===== src/rtcs_pkg.sv =====
package rtcs_pkg;
    // Clock rate and the time figures of the block.
    localparam int unsigned CLK_HZ = 100_000_000;
    localparam int unsigned MS_PER_S = 1000;
    localparam int unsigned MARGIN_S = 3;
    localparam int unsigned FILT_MS = 10;
    localparam int unsigned SLEW_MS = 10;
    localparam int unsigned PULSE_MS = 20;
    localparam int unsigned FILT_CYC = (CLK_HZ / MS_PER_S) * FILT_MS;
    localparam int unsigned SLEW_CYC = (CLK_HZ / MS_PER_S) * SLEW_MS;
    // Calendar limits.
    localparam logic [5:0] SEC_LAST = 6'h3B;
    localparam logic [5:0] MIN_LAST = 6'h3B;
    localparam logic [4:0] HR_LAST = 5'h17;
    localparam logic [5:0] SEC_PER_MIN = 6'h3C;
    localparam logic [5:0] ROUND_UP_SEC = 6'h1E;
    // Register byte offsets.
    localparam int ADDR_W = 8;
    localparam logic [7:0] OFF_CTRL = 8'h00;
    localparam logic [7:0] OFF_EVMASK = 8'h04;
    localparam logic [7:0] OFF_FILT = 8'h08;
    localparam logic [7:0] OFF_TIME = 8'h0C;
    localparam logic [7:0] OFF_STAT = 8'h10;
    localparam logic [7:0] OFF_IMASK = 8'h14;
    localparam logic [7:0] OFF_CORR = 8'h18;
    // Control register fields.
    localparam int SEL_LSB = 0;
    localparam int SEL_W = 5;
    localparam int OPTO_EV_BIT = 8;
    localparam int PROT_EV_BIT = 9;
    localparam int SYNC_EN_BIT = 10;
    localparam logic [31:0] CTRL_RST = 32'h0000_0700;
    localparam logic [31:0] EVMASK_RST = 32'hFFFF_FFFF;
    localparam logic [31:0] FILT_RST = 32'hFFFF_FFFF;
    // Time register fields.
    localparam int SEC_LSB = 0;
    localparam int MIN_LSB = 8;
    localparam int HR_LSB = 16;
    // Status and mask bits.
    localparam int ST_STEP = 0;
    localparam int ST_SLEW = 1;
    localparam int ST_EVT = 2;
    localparam int ST_W = 3;
    // Bus responses.
    localparam logic [1:0] RESP_OKAY = 2'h0;
    localparam logic [1:0] RESP_SLVERR = 2'h2;
endpackage


===== src/rtcs_top.sv =====
// Summary of operation
// - A selectable digital input is routed to the internal time-sync request signal.
// - A step rounds to nearest minute: seconds 0-29 down, 30-59 up.
// - Within three seconds of the minute the clock slews instead of stepping.
// - A per-input event mask suppresses events while recording stays enabled.
// - A per-input filter bit; clearing it bypasses the 10 ms noise filter, which acts on the routed sync input only.
module rtcs_top #(
    parameter int N_IN = 32,
    parameter int CYC_PER_SEC = rtcs_pkg::CLK_HZ,
    parameter int FILT_CYC = rtcs_pkg::FILT_CYC,
    parameter int SLEW_CYC = rtcs_pkg::SLEW_CYC
) (
    // Clock and reset.
    input wire logic clk_in,
    input wire logic rstn_in,
    // Digital inputs.
    input wire logic [N_IN-1:0] opto_in,
    // AXI4-Lite write channels.
    input wire logic [rtcs_pkg::ADDR_W-1:0] awaddr_in,
    input wire logic awvalid_in,
    output logic awready_out,
    input wire logic [31:0] wdata_in,
    input wire logic [3:0] wstrb_in,
    input wire logic wvalid_in,
    output logic wready_out,
    output logic [1:0] bresp_out,
    output logic bvalid_out,
    input wire logic bready_in,
    // AXI4-Lite read channels.
    input wire logic [rtcs_pkg::ADDR_W-1:0] araddr_in,
    input wire logic arvalid_in,
    output logic arready_out,
    output logic [31:0] rdata_out,
    output logic [1:0] rresp_out,
    output logic rvalid_out,
    input wire logic rready_in,
    // Clock state and events.
    output logic irq_out,
    output logic event_out,
    output logic [5:0] sec_out,
    output logic [5:0] min_out,
    output logic [4:0] hr_out
);
    // Parameter values that the logic cannot serve are refused.
    if (N_IN < 1 || N_IN > 32 || FILT_CYC < 3 || SLEW_CYC < 1 || SLEW_CYC >= CYC_PER_SEC / 2) begin
        $error("rtcs_top: unsupported parameter values");
    end

    localparam logic [31:0] CPS = 32'(CYC_PER_SEC);
    localparam logic [31:0] FILT_LAST = 32'(FILT_CYC - 1);
    localparam logic [31:0] SLEW_MAX = 32'(SLEW_CYC);
    localparam logic [5:0] MARGIN = 6'(rtcs_pkg::MARGIN_S);

    // Merges written bytes into a register under the byte strobes.
    function automatic logic [31:0] apply_strb(input logic [31:0] old, input logic [31:0] d,
                                               input logic [3:0] strb);
        logic [31:0] r;
        r = old;
        for (int i = 0; i < 4; i++) begin
            if (strb[i]) begin
                r[i*8 +: 8] = d[i*8 +: 8];
            end
        end
        return r;
    endfunction

    // Advances hours and minutes by one minute, wrapping at midnight.
    function automatic logic [10:0] inc_min(input logic [4:0] hr, input logic [5:0] mn);
        logic [10:0] r;
        r = {hr, mn + 6'h01};
        if (mn >= rtcs_pkg::MIN_LAST) begin
            r[5:0] = 6'h00;
            r[10:6] = (hr >= rtcs_pkg::HR_LAST) ? 5'h00 : hr + 5'h01;
        end
        return r;
    endfunction

    logic [31:0] ctrl_reg, evmask_reg, filt_reg, imask_reg;
    logic [rtcs_pkg::ST_W-1:0] stat_reg;
    logic aw_hold_reg, w_hold_reg;
    logic [rtcs_pkg::ADDR_W-1:0] awaddr_reg;
    logic [31:0] wdata_reg;
    logic [3:0] wstrb_reg;
    logic [31:0] sub_reg, corr_reg, filt_cnt_reg;
    logic corr_fast_reg, raw_q_reg, filt_state_reg, level_prev_reg, sync_pulse_reg;
    logic [N_IN-1:0] opto_prev_reg;
    logic [rtcs_pkg::SEL_W-1:0] sel;
    logic opto_en, prot_en, sync_en, filt_on, sync_level, in_margin, wr_do, ar_take, evt_hit;
    logic aw_hold_next, w_hold_next, bvalid_next, rvalid_next;
    logic [31:0] step_cyc, sec_len, ahead_cyc, behind_cyc, rd_mux, wr_val;
    logic tick, rd_ok, wr_ok;
    logic [rtcs_pkg::ST_W-1:0] stat_set;

    // Control fields.
    assign sel = ctrl_reg[rtcs_pkg::SEL_LSB +: rtcs_pkg::SEL_W];
    assign opto_en = ctrl_reg[rtcs_pkg::OPTO_EV_BIT];
    assign prot_en = ctrl_reg[rtcs_pkg::PROT_EV_BIT];
    assign sync_en = ctrl_reg[rtcs_pkg::SYNC_EN_BIT];
    assign filt_on = (32'(sel) < 32'(N_IN)) ? filt_reg[sel] : 1'b0;

    // Bus handshakes: address and data are taken in either order.
    assign wr_do = aw_hold_reg && w_hold_reg && !bvalid_out;
    assign aw_hold_next = (aw_hold_reg || (awvalid_in && awready_out)) && !wr_do;
    assign w_hold_next = (w_hold_reg || (wvalid_in && wready_out)) && !wr_do;
    assign bvalid_next = wr_do || (bvalid_out && !bready_in);
    assign ar_take = arvalid_in && arready_out;
    assign rvalid_next = ar_take || (rvalid_out && !rready_in);
    assign wr_val = apply_strb(32'h0000_0000, wdata_reg, wstrb_reg);

    // Write-side channel state.
    always_ff @(posedge clk_in) begin
        if (!rstn_in) begin
            aw_hold_reg <= 1'b0;
            w_hold_reg <= 1'b0;
            awready_out <= 1'b0;
            wready_out <= 1'b0;
            bvalid_out <= 1'b0;
            bresp_out <= rtcs_pkg::RESP_OKAY;
            awaddr_reg <= '0;
            wdata_reg <= 32'h0000_0000;
            wstrb_reg <= 4'h0;
        end else begin
            aw_hold_reg <= aw_hold_next;
            w_hold_reg <= w_hold_next;
            awready_out <= !aw_hold_next && !bvalid_next;
            wready_out <= !w_hold_next && !bvalid_next;
            bvalid_out <= bvalid_next;
            if (awvalid_in && awready_out) begin
                awaddr_reg <= awaddr_in;
            end
            if (wvalid_in && wready_out) begin
                wdata_reg <= wdata_in;
                wstrb_reg <= wstrb_in;
            end
            if (wr_do) begin
                bresp_out <= wr_ok ? rtcs_pkg::RESP_OKAY : rtcs_pkg::RESP_SLVERR;
            end
        end
    end

    // Write decode: which offsets exist.
    always_comb begin
        unique case (awaddr_reg)
            rtcs_pkg::OFF_CTRL, rtcs_pkg::OFF_EVMASK, rtcs_pkg::OFF_FILT, rtcs_pkg::OFF_TIME,
            rtcs_pkg::OFF_STAT, rtcs_pkg::OFF_IMASK, rtcs_pkg::OFF_CORR: wr_ok = 1'b1;
            default: wr_ok = 1'b0;
        endcase
    end

    // Software-written configuration registers.
    always_ff @(posedge clk_in) begin
        if (!rstn_in) begin
            ctrl_reg <= rtcs_pkg::CTRL_RST;
            evmask_reg <= rtcs_pkg::EVMASK_RST;
            filt_reg <= rtcs_pkg::FILT_RST;
            imask_reg <= 32'h0000_0000;
        end else if (wr_do) begin
            if (awaddr_reg == rtcs_pkg::OFF_CTRL) begin
                ctrl_reg <= apply_strb(ctrl_reg, wdata_reg, wstrb_reg);
            end
            if (awaddr_reg == rtcs_pkg::OFF_EVMASK) begin
                evmask_reg <= apply_strb(evmask_reg, wdata_reg, wstrb_reg);
            end
            if (awaddr_reg == rtcs_pkg::OFF_FILT) begin
                filt_reg <= apply_strb(filt_reg, wdata_reg, wstrb_reg);
            end
            if (awaddr_reg == rtcs_pkg::OFF_IMASK) begin
                imask_reg <= apply_strb(imask_reg, wdata_reg, wstrb_reg);
            end
        end
    end

    // Read data selection.
    always_comb begin
        rd_ok = 1'b1;
        unique case (araddr_in)
            rtcs_pkg::OFF_CTRL: rd_mux = ctrl_reg;
            rtcs_pkg::OFF_EVMASK: rd_mux = evmask_reg;
            rtcs_pkg::OFF_FILT: rd_mux = filt_reg;
            rtcs_pkg::OFF_TIME: rd_mux = {11'h000, hr_out, 2'h0, min_out, 2'h0, sec_out};
            rtcs_pkg::OFF_STAT: rd_mux = 32'(stat_reg);
            rtcs_pkg::OFF_IMASK: rd_mux = imask_reg;
            rtcs_pkg::OFF_CORR: rd_mux = {corr_fast_reg, corr_reg[30:0]};
            default: begin
                rd_mux = 32'h0000_0000;
                rd_ok = 1'b0;
            end
        endcase
    end

    // Read channel: data answers one cycle after the address is taken.
    always_ff @(posedge clk_in) begin
        if (!rstn_in) begin
            arready_out <= 1'b0;
            rvalid_out <= 1'b0;
            rdata_out <= 32'h0000_0000;
            rresp_out <= rtcs_pkg::RESP_OKAY;
        end else begin
            arready_out <= !rvalid_next;
            rvalid_out <= rvalid_next;
            if (ar_take) begin
                rdata_out <= rd_mux;
                rresp_out <= rd_ok ? rtcs_pkg::RESP_OKAY : rtcs_pkg::RESP_SLVERR;
            end
        end
    end

    // Routed input, optional noise filter and rising-edge request.
    assign sync_level = filt_on ? filt_state_reg : raw_q_reg;
    always_ff @(posedge clk_in) begin
        if (!rstn_in) begin
            raw_q_reg <= 1'b0;
            filt_state_reg <= 1'b0;
            filt_cnt_reg <= 32'h0000_0000;
            level_prev_reg <= 1'b0;
            sync_pulse_reg <= 1'b0;
        end else begin
            raw_q_reg <= (32'(sel) < 32'(N_IN)) ? opto_in[sel] : 1'b0;
            if (raw_q_reg == filt_state_reg) begin
                filt_cnt_reg <= 32'h0000_0000;
            end else if (filt_cnt_reg >= FILT_LAST) begin
                filt_state_reg <= raw_q_reg;
                filt_cnt_reg <= 32'h0000_0000;
            end else begin
                filt_cnt_reg <= filt_cnt_reg + 32'h0000_0001;
            end
            level_prev_reg <= sync_level;
            sync_pulse_reg <= sync_en && sync_level && !level_prev_reg;
        end
    end

    // Slewed second length and distance to the nearest minute.
    assign step_cyc = (corr_reg < SLEW_MAX) ? corr_reg : SLEW_MAX;
    assign sec_len = corr_fast_reg ? CPS - step_cyc : CPS + step_cyc;
    assign tick = sub_reg >= sec_len - 32'h0000_0001;
    assign ahead_cyc = 32'(sec_out) * CPS + sub_reg;
    assign behind_cyc = 32'(rtcs_pkg::SEC_PER_MIN - sec_out) * CPS - sub_reg;
    assign in_margin = (sec_out < MARGIN) || (sec_out >= rtcs_pkg::SEC_PER_MIN - MARGIN);

    // Timekeeping with step and slew correction.
    always_ff @(posedge clk_in) begin
        if (!rstn_in) begin
            sub_reg <= 32'h0000_0000;
            sec_out <= 6'h00;
            min_out <= 6'h00;
            hr_out <= 5'h00;
            corr_reg <= 32'h0000_0000;
            corr_fast_reg <= 1'b0;
        end else begin
            if (tick) begin
                sub_reg <= 32'h0000_0000;
                corr_reg <= corr_reg - step_cyc;
                if (sec_out >= rtcs_pkg::SEC_LAST) begin
                    sec_out <= 6'h00;
                    {hr_out, min_out} <= inc_min(hr_out, min_out);
                end else begin
                    sec_out <= sec_out + 6'h01;
                end
            end else begin
                sub_reg <= sub_reg + 32'h0000_0001;
            end
            if (wr_do && awaddr_reg == rtcs_pkg::OFF_TIME) begin
                sub_reg <= 32'h0000_0000;
                sec_out <= wr_val[rtcs_pkg::SEC_LSB +: 6];
                min_out <= wr_val[rtcs_pkg::MIN_LSB +: 6];
                hr_out <= wr_val[rtcs_pkg::HR_LSB +: 5];
                corr_reg <= 32'h0000_0000;
            end
            if (sync_pulse_reg) begin
                if (in_margin) begin
                    corr_fast_reg <= sec_out >= MARGIN;
                    corr_reg <= (sec_out < MARGIN) ? ahead_cyc : behind_cyc;
                end else begin
                    sub_reg <= 32'h0000_0000;
                    sec_out <= 6'h00;
                    corr_reg <= 32'h0000_0000;
                    {hr_out, min_out} <= (sec_out >= rtcs_pkg::ROUND_UP_SEC) ?
                        inc_min(hr_out, min_out) : {hr_out, min_out};
                end
            end
        end
    end

    // Input events gated by the per-input mask and the recording enables.
    assign evt_hit = opto_en && prot_en &&
                     (|((opto_in ^ opto_prev_reg) & evmask_reg[N_IN-1:0]));
    always_ff @(posedge clk_in) begin
        if (!rstn_in) begin
            opto_prev_reg <= '0;
            event_out <= 1'b0;
        end else begin
            opto_prev_reg <= opto_in;
            event_out <= evt_hit;
        end
    end

    // Sticky status, write one to clear; a new event wins over the clear.
    assign stat_set = {evt_hit, sync_pulse_reg && in_margin, sync_pulse_reg && !in_margin};
    always_ff @(posedge clk_in) begin
        if (!rstn_in) begin
            stat_reg <= '0;
            irq_out <= 1'b0;
        end else begin
            if (wr_do && awaddr_reg == rtcs_pkg::OFF_STAT) begin
                stat_reg <= (stat_reg & ~wr_val[rtcs_pkg::ST_W-1:0]) | stat_set;
            end else begin
                stat_reg <= stat_reg | stat_set;
            end
            irq_out <= |(stat_reg & imask_reg[rtcs_pkg::ST_W-1:0]);
        end
    end
endmodule

===== config.mk =====
export PLATFORM = sky130hd
export DESIGN_NAME = rtcs_top
export DESIGN_NICKNAME = d
export VERILOG_FILES = /design/src/rtcs_pkg.sv /design/src/rtcs_top.sv
export SDC_FILE = /design/constraint.sdc
export NUM_CORES = 1
export LEC_CHECK = 0
export ABC_AREA = 1
export BUFFER_PORTS_ARGS = -buffer_cell sky130_fd_sc_hd__buf_2
export CORE_UTILIZATION = 23
export CTS_CLUSTER_DIAMETER = 100
export DETAILED_ROUTE_END_ITERATION = 8
export GPL_ROUTABILITY_DRIVEN = 0
export PLACE_DENSITY = 0.35
export SYNTH_ARGS = -nofsm -noshare
export SYNTH_HDL_FRONTEND = slang
export SYNTH_SLANG_ARGS = --single-unit

===== constraint.sdc =====
create_clock -name clk_in -period 10.5 [get_ports clk_in]
set_input_delay 1.575 -clock clk_in [delete_from_list [all_inputs] [get_ports clk_in]]
set_output_delay 1.575 -clock clk_in [all_outputs]
set_load 0.1 [all_outputs]

==> results of run 1 <==
==> area by class of cell <==
type / instances / area [sq um] / area share
inverters: 602 / 2260 / 0.07277
clock inverters: 12 / 121.4 / 0.003908
well taps: 1524 / 1907 / 0.06140
multi-input cells: 2841 / 17010 / 0.5477
clock buffers: 75 / 1403 / 0.04517
repair buffers: 180 / 987.2 / 0.03179
flip-flops and latches: 368 / 7367 / 0.2372
==> how the worst min path moves through the flow <==
stage | end | cells after the start | slack [ns]
floorplan | sync_pulse_reg$_SDFF_PN0_ | 1 | 0.37
global placement | awready_out$_SDFF_PN0_ | 1 | 0.42
detailed placement | wready_out$_SDFF_PN0_ | 1 | 0.41
CTS | wready_out$_SDFF_PN0_ | 1 | 0.43
global route | awready_out$_SDFF_PN0_ | 1 | 0.46
finish | wready_out$_SDFF_PN0_ | 1 | 0.43
==> power breakdown <==
group / total (mW) / leakage [nW] / switching, mW / internal, mW
clock network: 1.63 / 0.750 / 0.684 / 0.942
logic: 0.526 / 10.6 / 0.380 / 0.146
registers: 1.47 / 2.99 / 0.0430 / 1.43
total: 3.62 / 14.3 / 1.11 / 2.52
==> layer usage <==
metal  up-vias  GRT usage
met5         -          0
met4         4    0.05424
met3       127    0.02358
met2       576     0.3110
met1     12056     0.2573
li1      13158          -
==> kinds of logic (layout without fill, tap and decap cells) <==
family / after synthesis / in the layout / synth area share
xor gates and xnor gates: 115 / 115 / 0.03725
buffers and inverters: 720 / 869 / 0.1021
adders and majority gates: 297 / 297 / 0.1596
DFF: 368 / 368 / 0.2724
AOI/OAI and AO/OA: 858 / 858 / 0.1796
other: 2 / 22 / 0.0002777
and+or+nand+nor: 1549 / 1549 / 0.2487
==> Yosys cell counts (52+ instances only) <==
library cell	instances	area (sq um)
nand2_1	715	2684
inv_1	579	2173
nor2_1	386	1449
dfxtp_1	368	7367
o21ai_0	317	1587
a21oi_1	310	1551
ha_1	217	2715
nand3_1	204	1021
clkbuf_1	96	360.4
xor2_1	86	753.2
fa_1	80	1602
nor3_1	72	360.4
nand4_1	57	356.6
o211ai_1	52	390.4
==> stage by stage <==
stage          std cells  hold WS (ns)  cell area (sq um)  utilization
2_1_floorplan       3929        0.3732              27120            -
3_3_place_gp        5515        0.4222              29530       0.2538
3_5_place_dp        5515        0.4124              29530       0.2538
4_1_cts             5602        0.4319              31050       0.2669
5_1_grt             5602        0.4607              31050       0.2669
6_report            5602        0.4302              31050       0.2669
==> results.json, run 1 <==
{
  "final_nets": 4428,
  "cp-endpoint": "corr_reg[31]$_SDFFE_PN0P_",
  "dp_slack_ns": 2.145,
  "dp_hpwl_microns": 89580,
  "clk_pin_slew_ns": 0.06,
  "finalPower_mw": 3.623,
  "relSlewSlack": 0.2801,
  "critPathKind": "flip-flop to flip-flop",
  "r2r_setup_slack_ns": 2.08,
  "maxUsedRoutingLayer": "met5",
  "ys_types": 66,
  "drive_above_1_share": 0.08583,
  "drt_iter0_drc": 1800,
  "die_w_microns": 344.9,
  "worstHoldStart": "w_hold_reg$_SDFF_PN0_",
  "endpoint_kind": "flip-flop",
  "area_growth_pct": 14.83,
  "m1WireLength_microns": 53330,
  "dr_wl_met2_microns": 51750,
  "path_max_fanout": 12,
  "grt_use_total": 0.1890,
  "final_antenna_net_count": 0,
  "initial_core_util": 0.2324,
  "ys.flop_type": "dfxtp_1",
  "p_leak_nw": 14.29,
  "maxCapViolations": 0,
  "report.final.slew_viol_count": 0,
  "setup_tns_ns": 0,
  "final_common_cell": "nand2_1",
  "overflow": 0,
  "syn_area_per_cell_sq_um": 6.918,
  "synth_async_sr_flop_share": 0,
  "crit_path_start": "sec_out[4]$_SDFF_PN0_",
  "clkSinkCount": 368,
  "grt_start_max_net_pins": 81,
  "vdd_drop_max_mv": 0.09784,
  "drt-wirelength-per-cell_microns": 20.26,
  "ys_seq_area_frac": 0.2724,
  "grt_pass1_vias": 25381,
  "numCtsBuffers": 47,
  "drc": 0,
  "io_pins": 151,
  "coreArea_sq_mm": 0.1164,
  "final-hold-violation-count": 0,
  "setup_ws_ns": 2.084,
  "crit_cells": 45,
  "cts_htree_levels": 2,
  "finalWorstPathRequiredPeriod_ns": 8.416,
  "mostFrequentLayoutCells": "nand2_1 (715), inv_1 (579), nor2_1 (382)",
  "synth_warnings": 0,
  "dieArea_sq_mm": 0.1189,
  "path_delay_family": "adder cells",
  "cp.required_ns": 11.02,
  "routed_wl_microns": 113500,
  "min_path_type": "flip-flop to flip-flop",
  "grt_pass1_wl_microns": 167100,
  "row_count": 125,
  "num_antenna_cells": 0,
  "via_count": 25921,
  "port_buffers": 148,
  "fill_cells": 13182,
  "tightest_slew_ns": 1.077,
  "path_common_cell": "inv_1",
  "cts.path.max_buffers": 3,
  "clockRootBuffer": "clkbuf_16",
  "antenna_found_initial": 5,
  "r2r_start": "sec_out[4]$_SDFF_PN0_",
  "cts-hold-fix-buffers": 0,
  "status": "completed",
  "slowest_delay_ns": 0.80,
  "reg2reg_to": "corr_reg[31]$_SDFFE_PN0P_",
  "setup_viol": 0,
  "fmax_mhz": 118.8,
  "skew_ns": 0.04890,
  "cp-start-kind": "flip-flop",
  "r2r.worst_path.cells": 45,
  "vias_per_cell": 4.627,
  "arrival_ns": 8.94,
  "die_h_microns": 344.9,
  "post-cts-setup-buffers": 0,
  "fin_crit_sh": 0.8016,
  "dr.pass1.iters": 7,
  "syn-cell-area_sq_mm": 0.02704,
  "synth-seq-cells": 368,
  "rsz0062_at_grt": "no",
  "cp_num_buf_inv": 13,
  "p_per_area_mw_per_mm2": 116.7,
  "cts_resized": 0,
  "synth_edf_count": 0,
  "synthCells": 3909,
  "slowest_stage": "dfxtp_1",
  "clk-insertion-delay-late_ns": 0.62,
  "wl_met3_microns": 5116,
  "cts_tree": "done"
}
(Power assumes the default switching activity.)
==> run 2, diff against run 1 <==
==> constraint.sdc (replaced) <==
create_clock -name clk_in -period 8.75 [get_ports clk_in]
set_input_delay 1.3125 -clock clk_in [delete_from_list [all_inputs] [get_ports clk_in]]
set_output_delay 1.3125 -clock clk_in [all_outputs]
set_load 0.1 [all_outputs]
==> run 2 against run 1 <==
  * Clock power up 25%
  * Critical path depth down 2
  * Total power up 22%
  * Global-route usage down 0.12 points
==> results.json, run 2 (same netlist as run 1, synthesis figures left out) <==
{
  "drive_above_1_share": 0.08884,
  "post-cts-setup-buffers": 0,
  "antenna_found_initial": 4,
  "final_common_cell": "nand2_1",
  "row_count": 125,
  "io_pins": 151,
  "cts-hold-fix-buffers": 0,
  "dr.pass1.iters": 5,
  "initial_core_util": 0.2324,
  "fmax_mhz": 126.8,
  "final-hold-violation-count": 0,
  "numCtsBuffers": 46,
  "drt_iter0_drc": 1715,
  "cts_htree_levels": 2,
  "utilization": 0.2682,
  "min_to": "wready_out$_SDFF_PN0_",
  "grt-busiest-layer": "met2",
  "clockRootBuffer": "clkbuf_16",
  "mostFrequentLayoutCells": "nand2_1 (715), inv_1 (579), nor2_1 (382)",
  "overflow": 0,
  "dp_hpwl_microns": 89210,
  "maxCapViolations": 0,
  "path_common_cell": "inv_1",
  "dieArea_sq_mm": 0.1189,
  "routed_wl_microns": 112400,
  "setup_viol": 0,
  "drc": 0,
  "cts_tree": "done",
  "fill_cells": 13124,
  "die_w_microns": 344.9,
  "holdPathStages": 1,
  "worstHoldStart": "w_hold_reg$_SDFF_PN0_",
  "multi_input_area_sq_mm": 0.01702,
  "gr-usage-met3": 0.02358,
  "grt_pass1_vias": 25657,
  "tightest_slew_ns": 1.052,
  "r2r.worst_path.cells": 43,
  "seq_area_sq_mm": 0.007367,
  "num_antenna_cells": 0,
  "final_area_sq_mm": 0.03120,
  "p_per_area_mw_per_mm2": 141.8,
  "p_leak_nw": 14.37,
  "die_h_microns": 344.9,
  "skew_ns": 0.06676,
  "path_max_fanout": 6,
  "coreArea_sq_mm": 0.1164,
  "final_nets": 4440,
  "clkSinkCount": 368,
  "grt_pass1_wl_microns": 167000,
  "cts_resized": 0,
  "r2r_start": "sec_out[1]$_SDFF_PN0_",
  "met2_usage": 0.3098,
  "grt_use_total": 0.1878,
  "relSlewSlack": 0.2976,
  "vdd_drop_max_mv": 0.1228,
  "setup_tns_ns": 0,
  "final_antenna_net_count": 0,
  "r2r_setup_slack_ns": 0.86,
  "area_growth_pct": 15.39,
  "clk-insertion-delay-late_ns": 0.62,
  "status": "completed",
  "grt_start_max_net_pins": 89,
  "finalWorstPathRequiredPeriod_ns": 7.888,
  "grtUsageMet1": 0.2529,
  "critPathKind": "flip-flop to flip-flop",
  "slowest_stage": "fa_1",
  "cts.path.max_buffers": 3,
  "endpoint_kind": "flip-flop",
  "fin_crit_sh": 0.9015,
  "slowest_delay_ns": 0.53,
  "holdWs_ns": 0.4216,
  "cp.required_ns": 9.27,
  "drt-wirelength-per-cell_microns": 20.03,
  "clk_pin_slew_ns": 0.06,
  "vias_per_cell": 4.661,
  "rsz0062_at_grt": "no",
  "reg2reg_to": "corr_reg[30]$_SDFFE_PN0P_",
  "min_path_type": "flip-flop to flip-flop",
  "arrival_ns": 8.41,
  "placed_area_sq_mm": 0.02963,
  "report.final.slew_viol_count": 0,
  "via_count": 26149,
  "cp-start-kind": "flip-flop",
  "port_buffers": 148
}
run 2: changes by cell type in the layout (fill, tap and decap cells not counted), moves of 2 or more:
cell and change:
buf_4 +13, bufinv_16 +5, clkbuf_1 -4, clkbuf_16 -2, clkbuf_8 -3, clkinv_2 -2
run 2: power breakdown:
group          leakage [nW]  switching, mW  internal (mW)  total [mW]
Clock                 0.762          0.818           1.21        2.03
Combinational          10.6          0.452          0.178       0.630
Sequential             2.99         0.0521           1.71        1.77
run 2: final cells by class:
class                      count  share of cell area
multi-input combinational   2841              0.5455
inverter                     602             0.07241
sequential                   368              0.2361
clock buffer                  66             0.04154
timing repair buffer         193             0.03476
clock inverter                16            0.008621
tap                         1524             0.06111
run 2: metal layers:
layer | vias to the layer above | wire (microns)
met4 | 2 | 3666
met5 | - | 13
met3 | 131 | 4565
li1 | 13184 | -
met2 | 543 | 51620
met1 | 12289 | 52520
run 2: metrics by stage:
| stage | total power [mW] | setup slack [ns] | instances |
|---|---|---|---|
| floorplan | 2.211 | 0.1756 | 3929 |
| global placement | 2.442 | 0.8097 | 5528 |
| detailed placement | 2.437 | 0.7524 | 5528 |
| CTS | 4.502 | 0.6743 | 5610 |
| global route | 4.620 | 0.04023 | 5610 |
| finish | 4.424 | 0.8622 | 5610 |
run 2: worst max path at each step:
stage               slack, ns                         to                   from
floorplan                0.18  corr_reg[31]$_SDFFE_PN0P_  sec_out[0]$_SDFF_PN0_
global placement         0.81  corr_reg[31]$_SDFFE_PN0P_  sec_out[1]$_SDFF_PN0_
detailed placement       0.75  corr_reg[31]$_SDFFE_PN0P_  sec_out[1]$_SDFF_PN0_
CTS                      0.67  corr_reg[31]$_SDFFE_PN0P_  sec_out[1]$_SDFF_PN0_
global route             0.04  corr_reg[31]$_SDFFE_PN0P_  sec_out[1]$_SDFF_PN0_
finish                   0.86  corr_reg[30]$_SDFFE_PN0P_  sec_out[1]$_SDFF_PN0_
run 2: critical path, delay by kind of cell, from the launching register on:
family	cells	cell delay (ns)
AOI/OAI and AO/OA	12	2.11
and+or+nand+nor	12	1.18
adders and majority gates	9	3.18
DFF	1	0.32
buffers and inverters	8	0.64
xor gates and xnor gates	2	0.36
==> run 3, diff against run 2 <==
--- a/config.mk
+++ b/config.mk
@@ -10,8 +10,6 @@
 export CORE_UTILIZATION = 23
 export CTS_CLUSTER_DIAMETER = 100
 export DETAILED_ROUTE_END_ITERATION = 8
-export GPL_ROUTABILITY_DRIVEN = 0
-export PLACE_DENSITY = 0.35
 export SYNTH_ARGS = -nofsm -noshare
 export SYNTH_HDL_FRONTEND = slang
 export SYNTH_SLANG_ARGS = --single-unit
==> run 3 against run 2 <==
  * Clock skew decreased by 0.023 ns
  * Non-clock buffer count decreased by 18
  * Final area shrank 1.1%
  * Routed wire length decreased by 15%
  * First-iteration DRC count increased by 36%
  * Sequential share of layout area up 0.27 points
==> results.json, run 3 (same netlist as run 1, synthesis figures left out) <==
{
  "endpoint_kind": "flip-flop",
  "vias_per_cell": 4.747,
  "holdWs_ns": 0.3976,
  "initial_core_util": 0.2324,
  "crit_cells": 41,
  "slowest_delay_ns": 0.54,
  "crit_path_start": "sec_out[2]$_SDFF_PN0_",
  "final_nets": 4416,
  "cts_htree_levels": 2,
  "row_count": 125,
  "routed_wl_microns": 95730,
  "area_growth_pct": 14.09,
  "grt_use_total": 0.1577,
  "path_common_cell": "inv_1",
  "fmax_mhz": 125.8,
  "drt_iter0_drc": 2337,
  "rsz0062_at_grt": "no",
  "numCtsBuffers": 40,
  "cts_tree": "done",
  "clk_pin_slew_ns": 0.07,
  "dieArea_sq_mm": 0.1189,
  "tightest_slew_ns": 1.138,
  "r2r_start": "sec_out[2]$_SDFF_PN0_",
  "drive_above_1_share": 0.08376,
  "antenna_found_initial": 0,
  "cp_num_buf_inv": 8,
  "mostFrequentLayoutCells": "nand2_1 (715), inv_1 (579), nor2_1 (385)",
  "die_h_microns": 344.9,
  "cp-endpoint": "corr_reg[30]$_SDFFE_PN0P_",
  "arrival_ns": 8.50,
  "final_antenna_net_count": 0,
  "finalWorstPathRequiredPeriod_ns": 7.951,
  "reg2reg_to": "corr_reg[30]$_SDFFE_PN0P_",
  "p_leak_nw": 14.21,
  "clk-insertion-delay-late_ns": 0.60,
  "dp_hpwl_microns": 75660,
  "critPathKind": "flip-flop to flip-flop",
  "finalPower_mw": 4.169,
  "num_antenna_cells": 0,
  "drt-wirelength-per-cell_microns": 17.15,
  "cts.path.max_buffers": 3,
  "skew_ns": 0.04413,
  "cts_resized": 0,
  "cp.required_ns": 9.30,
  "dp_slack_ns": 0.8882,
  "overflow": 0,
  "path_delay_family": "adder cells",
  "setup_tns_ns": 0,
  "report.final.slew_viol_count": 0,
  "slowest_stage": "fa_1",
  "dr.pass1.iters": 5,
  "gp_congestion": 0.9488,
  "coreArea_sq_mm": 0.1164,
  "status": "completed",
  "clkSinkCount": 368,
  "cts-hold-fix-buffers": 0,
  "post-cts-setup-buffers": 0,
  "fill_cells": 12985,
  "cp-start-kind": "flip-flop",
  "relSlewSlack": 0.2404,
  "vdd_drop_max_mv": 0.1641,
  "grt_pass1_vias": 24593,
  "min_path_type": "flip-flop to flip-flop",
  "p_per_area_mw_per_mm2": 135.1,
  "clockRootBuffer": "clkbuf_16",
  "die_w_microns": 344.9,
  "r2r.worst_path.cells": 41,
  "final-hold-violation-count": 0,
  "port_buffers": 148,
  "grt_start_max_net_pins": 106,
  "stdcell_count": 5583,
  "path_max_fanout": 8,
  "maxCapViolations": 0,
  "io_pins": 151,
  "grt_pass1_wl_microns": 145400,
  "drc": 0,
  "via_count": 26500,
  "dp_cells": 5510,
  "fin_crit_sh": 0.9087,
  "setup_viol": 0,
  "r2r_setup_slack_ns": 0.80,
  "final_common_cell": "nand2_1",
  "setup_ws_ns": 0.7990
}
-- run 3: changes by cell type in the layout (fill, tap and decap cells not counted), sizes merged --
cell | previous run | this run
clkinv | 16 | 23
clkbuf | 66 | 54
buf | 193 | 175
bufinv | 6 | 3
clkinvlp | 1 | 0
-- run 3: worst min-delay path by stage --
stage                                end                       from  cells past startpoint
2_1_floorplan  sync_pulse_reg$_SDFF_PN0_  level_prev_reg$_SDFF_PN0_                      1
3_3_place_gp   sync_pulse_reg$_SDFF_PN0_  level_prev_reg$_SDFF_PN0_                      1
3_5_place_dp   sync_pulse_reg$_SDFF_PN0_  level_prev_reg$_SDFF_PN0_                      1
4_1_cts        sync_pulse_reg$_SDFF_PN0_  level_prev_reg$_SDFF_PN0_                      1
5_1_grt        sync_pulse_reg$_SDFF_PN0_  level_prev_reg$_SDFF_PN0_                      1
6_report       sync_pulse_reg$_SDFF_PN0_  level_prev_reg$_SDFF_PN0_                      1
-- run 3: cell type report --
type,instances,area (sq um),share of cell area
multi-input combinational,2841,16990,0.5507
sequential,368,7367,0.2388
inverter,602,2260,0.07324
tap,1524,1907,0.06180
clock buffer,54,1155,0.03743
timing repair buffer,175,949.7,0.03078
clock inverter,19,224.0,0.007259
-- run 3: metal layers --
layer  routed length (microns)  global-route usage  up-vias
li1                          -                   -    13131
met1                     42310              0.2085    12403
met2                     43950              0.2590      811
met3                      5190             0.01770      155
met4                      4282             0.06626        0
met5                         0                   0        -
-- run 3: stage by stage --
stage                       util  area, sq um
after detailed placement  0.2533        29470
after global placement    0.2533        29470
final                     0.2652        30850
after floorplan                -        27120
after global routing      0.2652        30850
after CTS                 0.2652        30850
-- run 3: worst reg2reg max path: cells and delay by family (launching register included) --
family                     cells  cell delay (ns)
xor gates and xnor gates       2             0.46
and+or+nand+nor               12             1.27
adders and majority gates      8             2.95
DFF                            1             0.52
buffers and inverters          8             0.75
AOI/OAI and AO/OA             11             1.93
-- run 3: power breakdown --
part	switching, mW	total [mW]	internal [mW]
registers	0.0476	1.76	1.71
logic	0.431	0.606	0.175
clock network	0.774	1.80	1.03
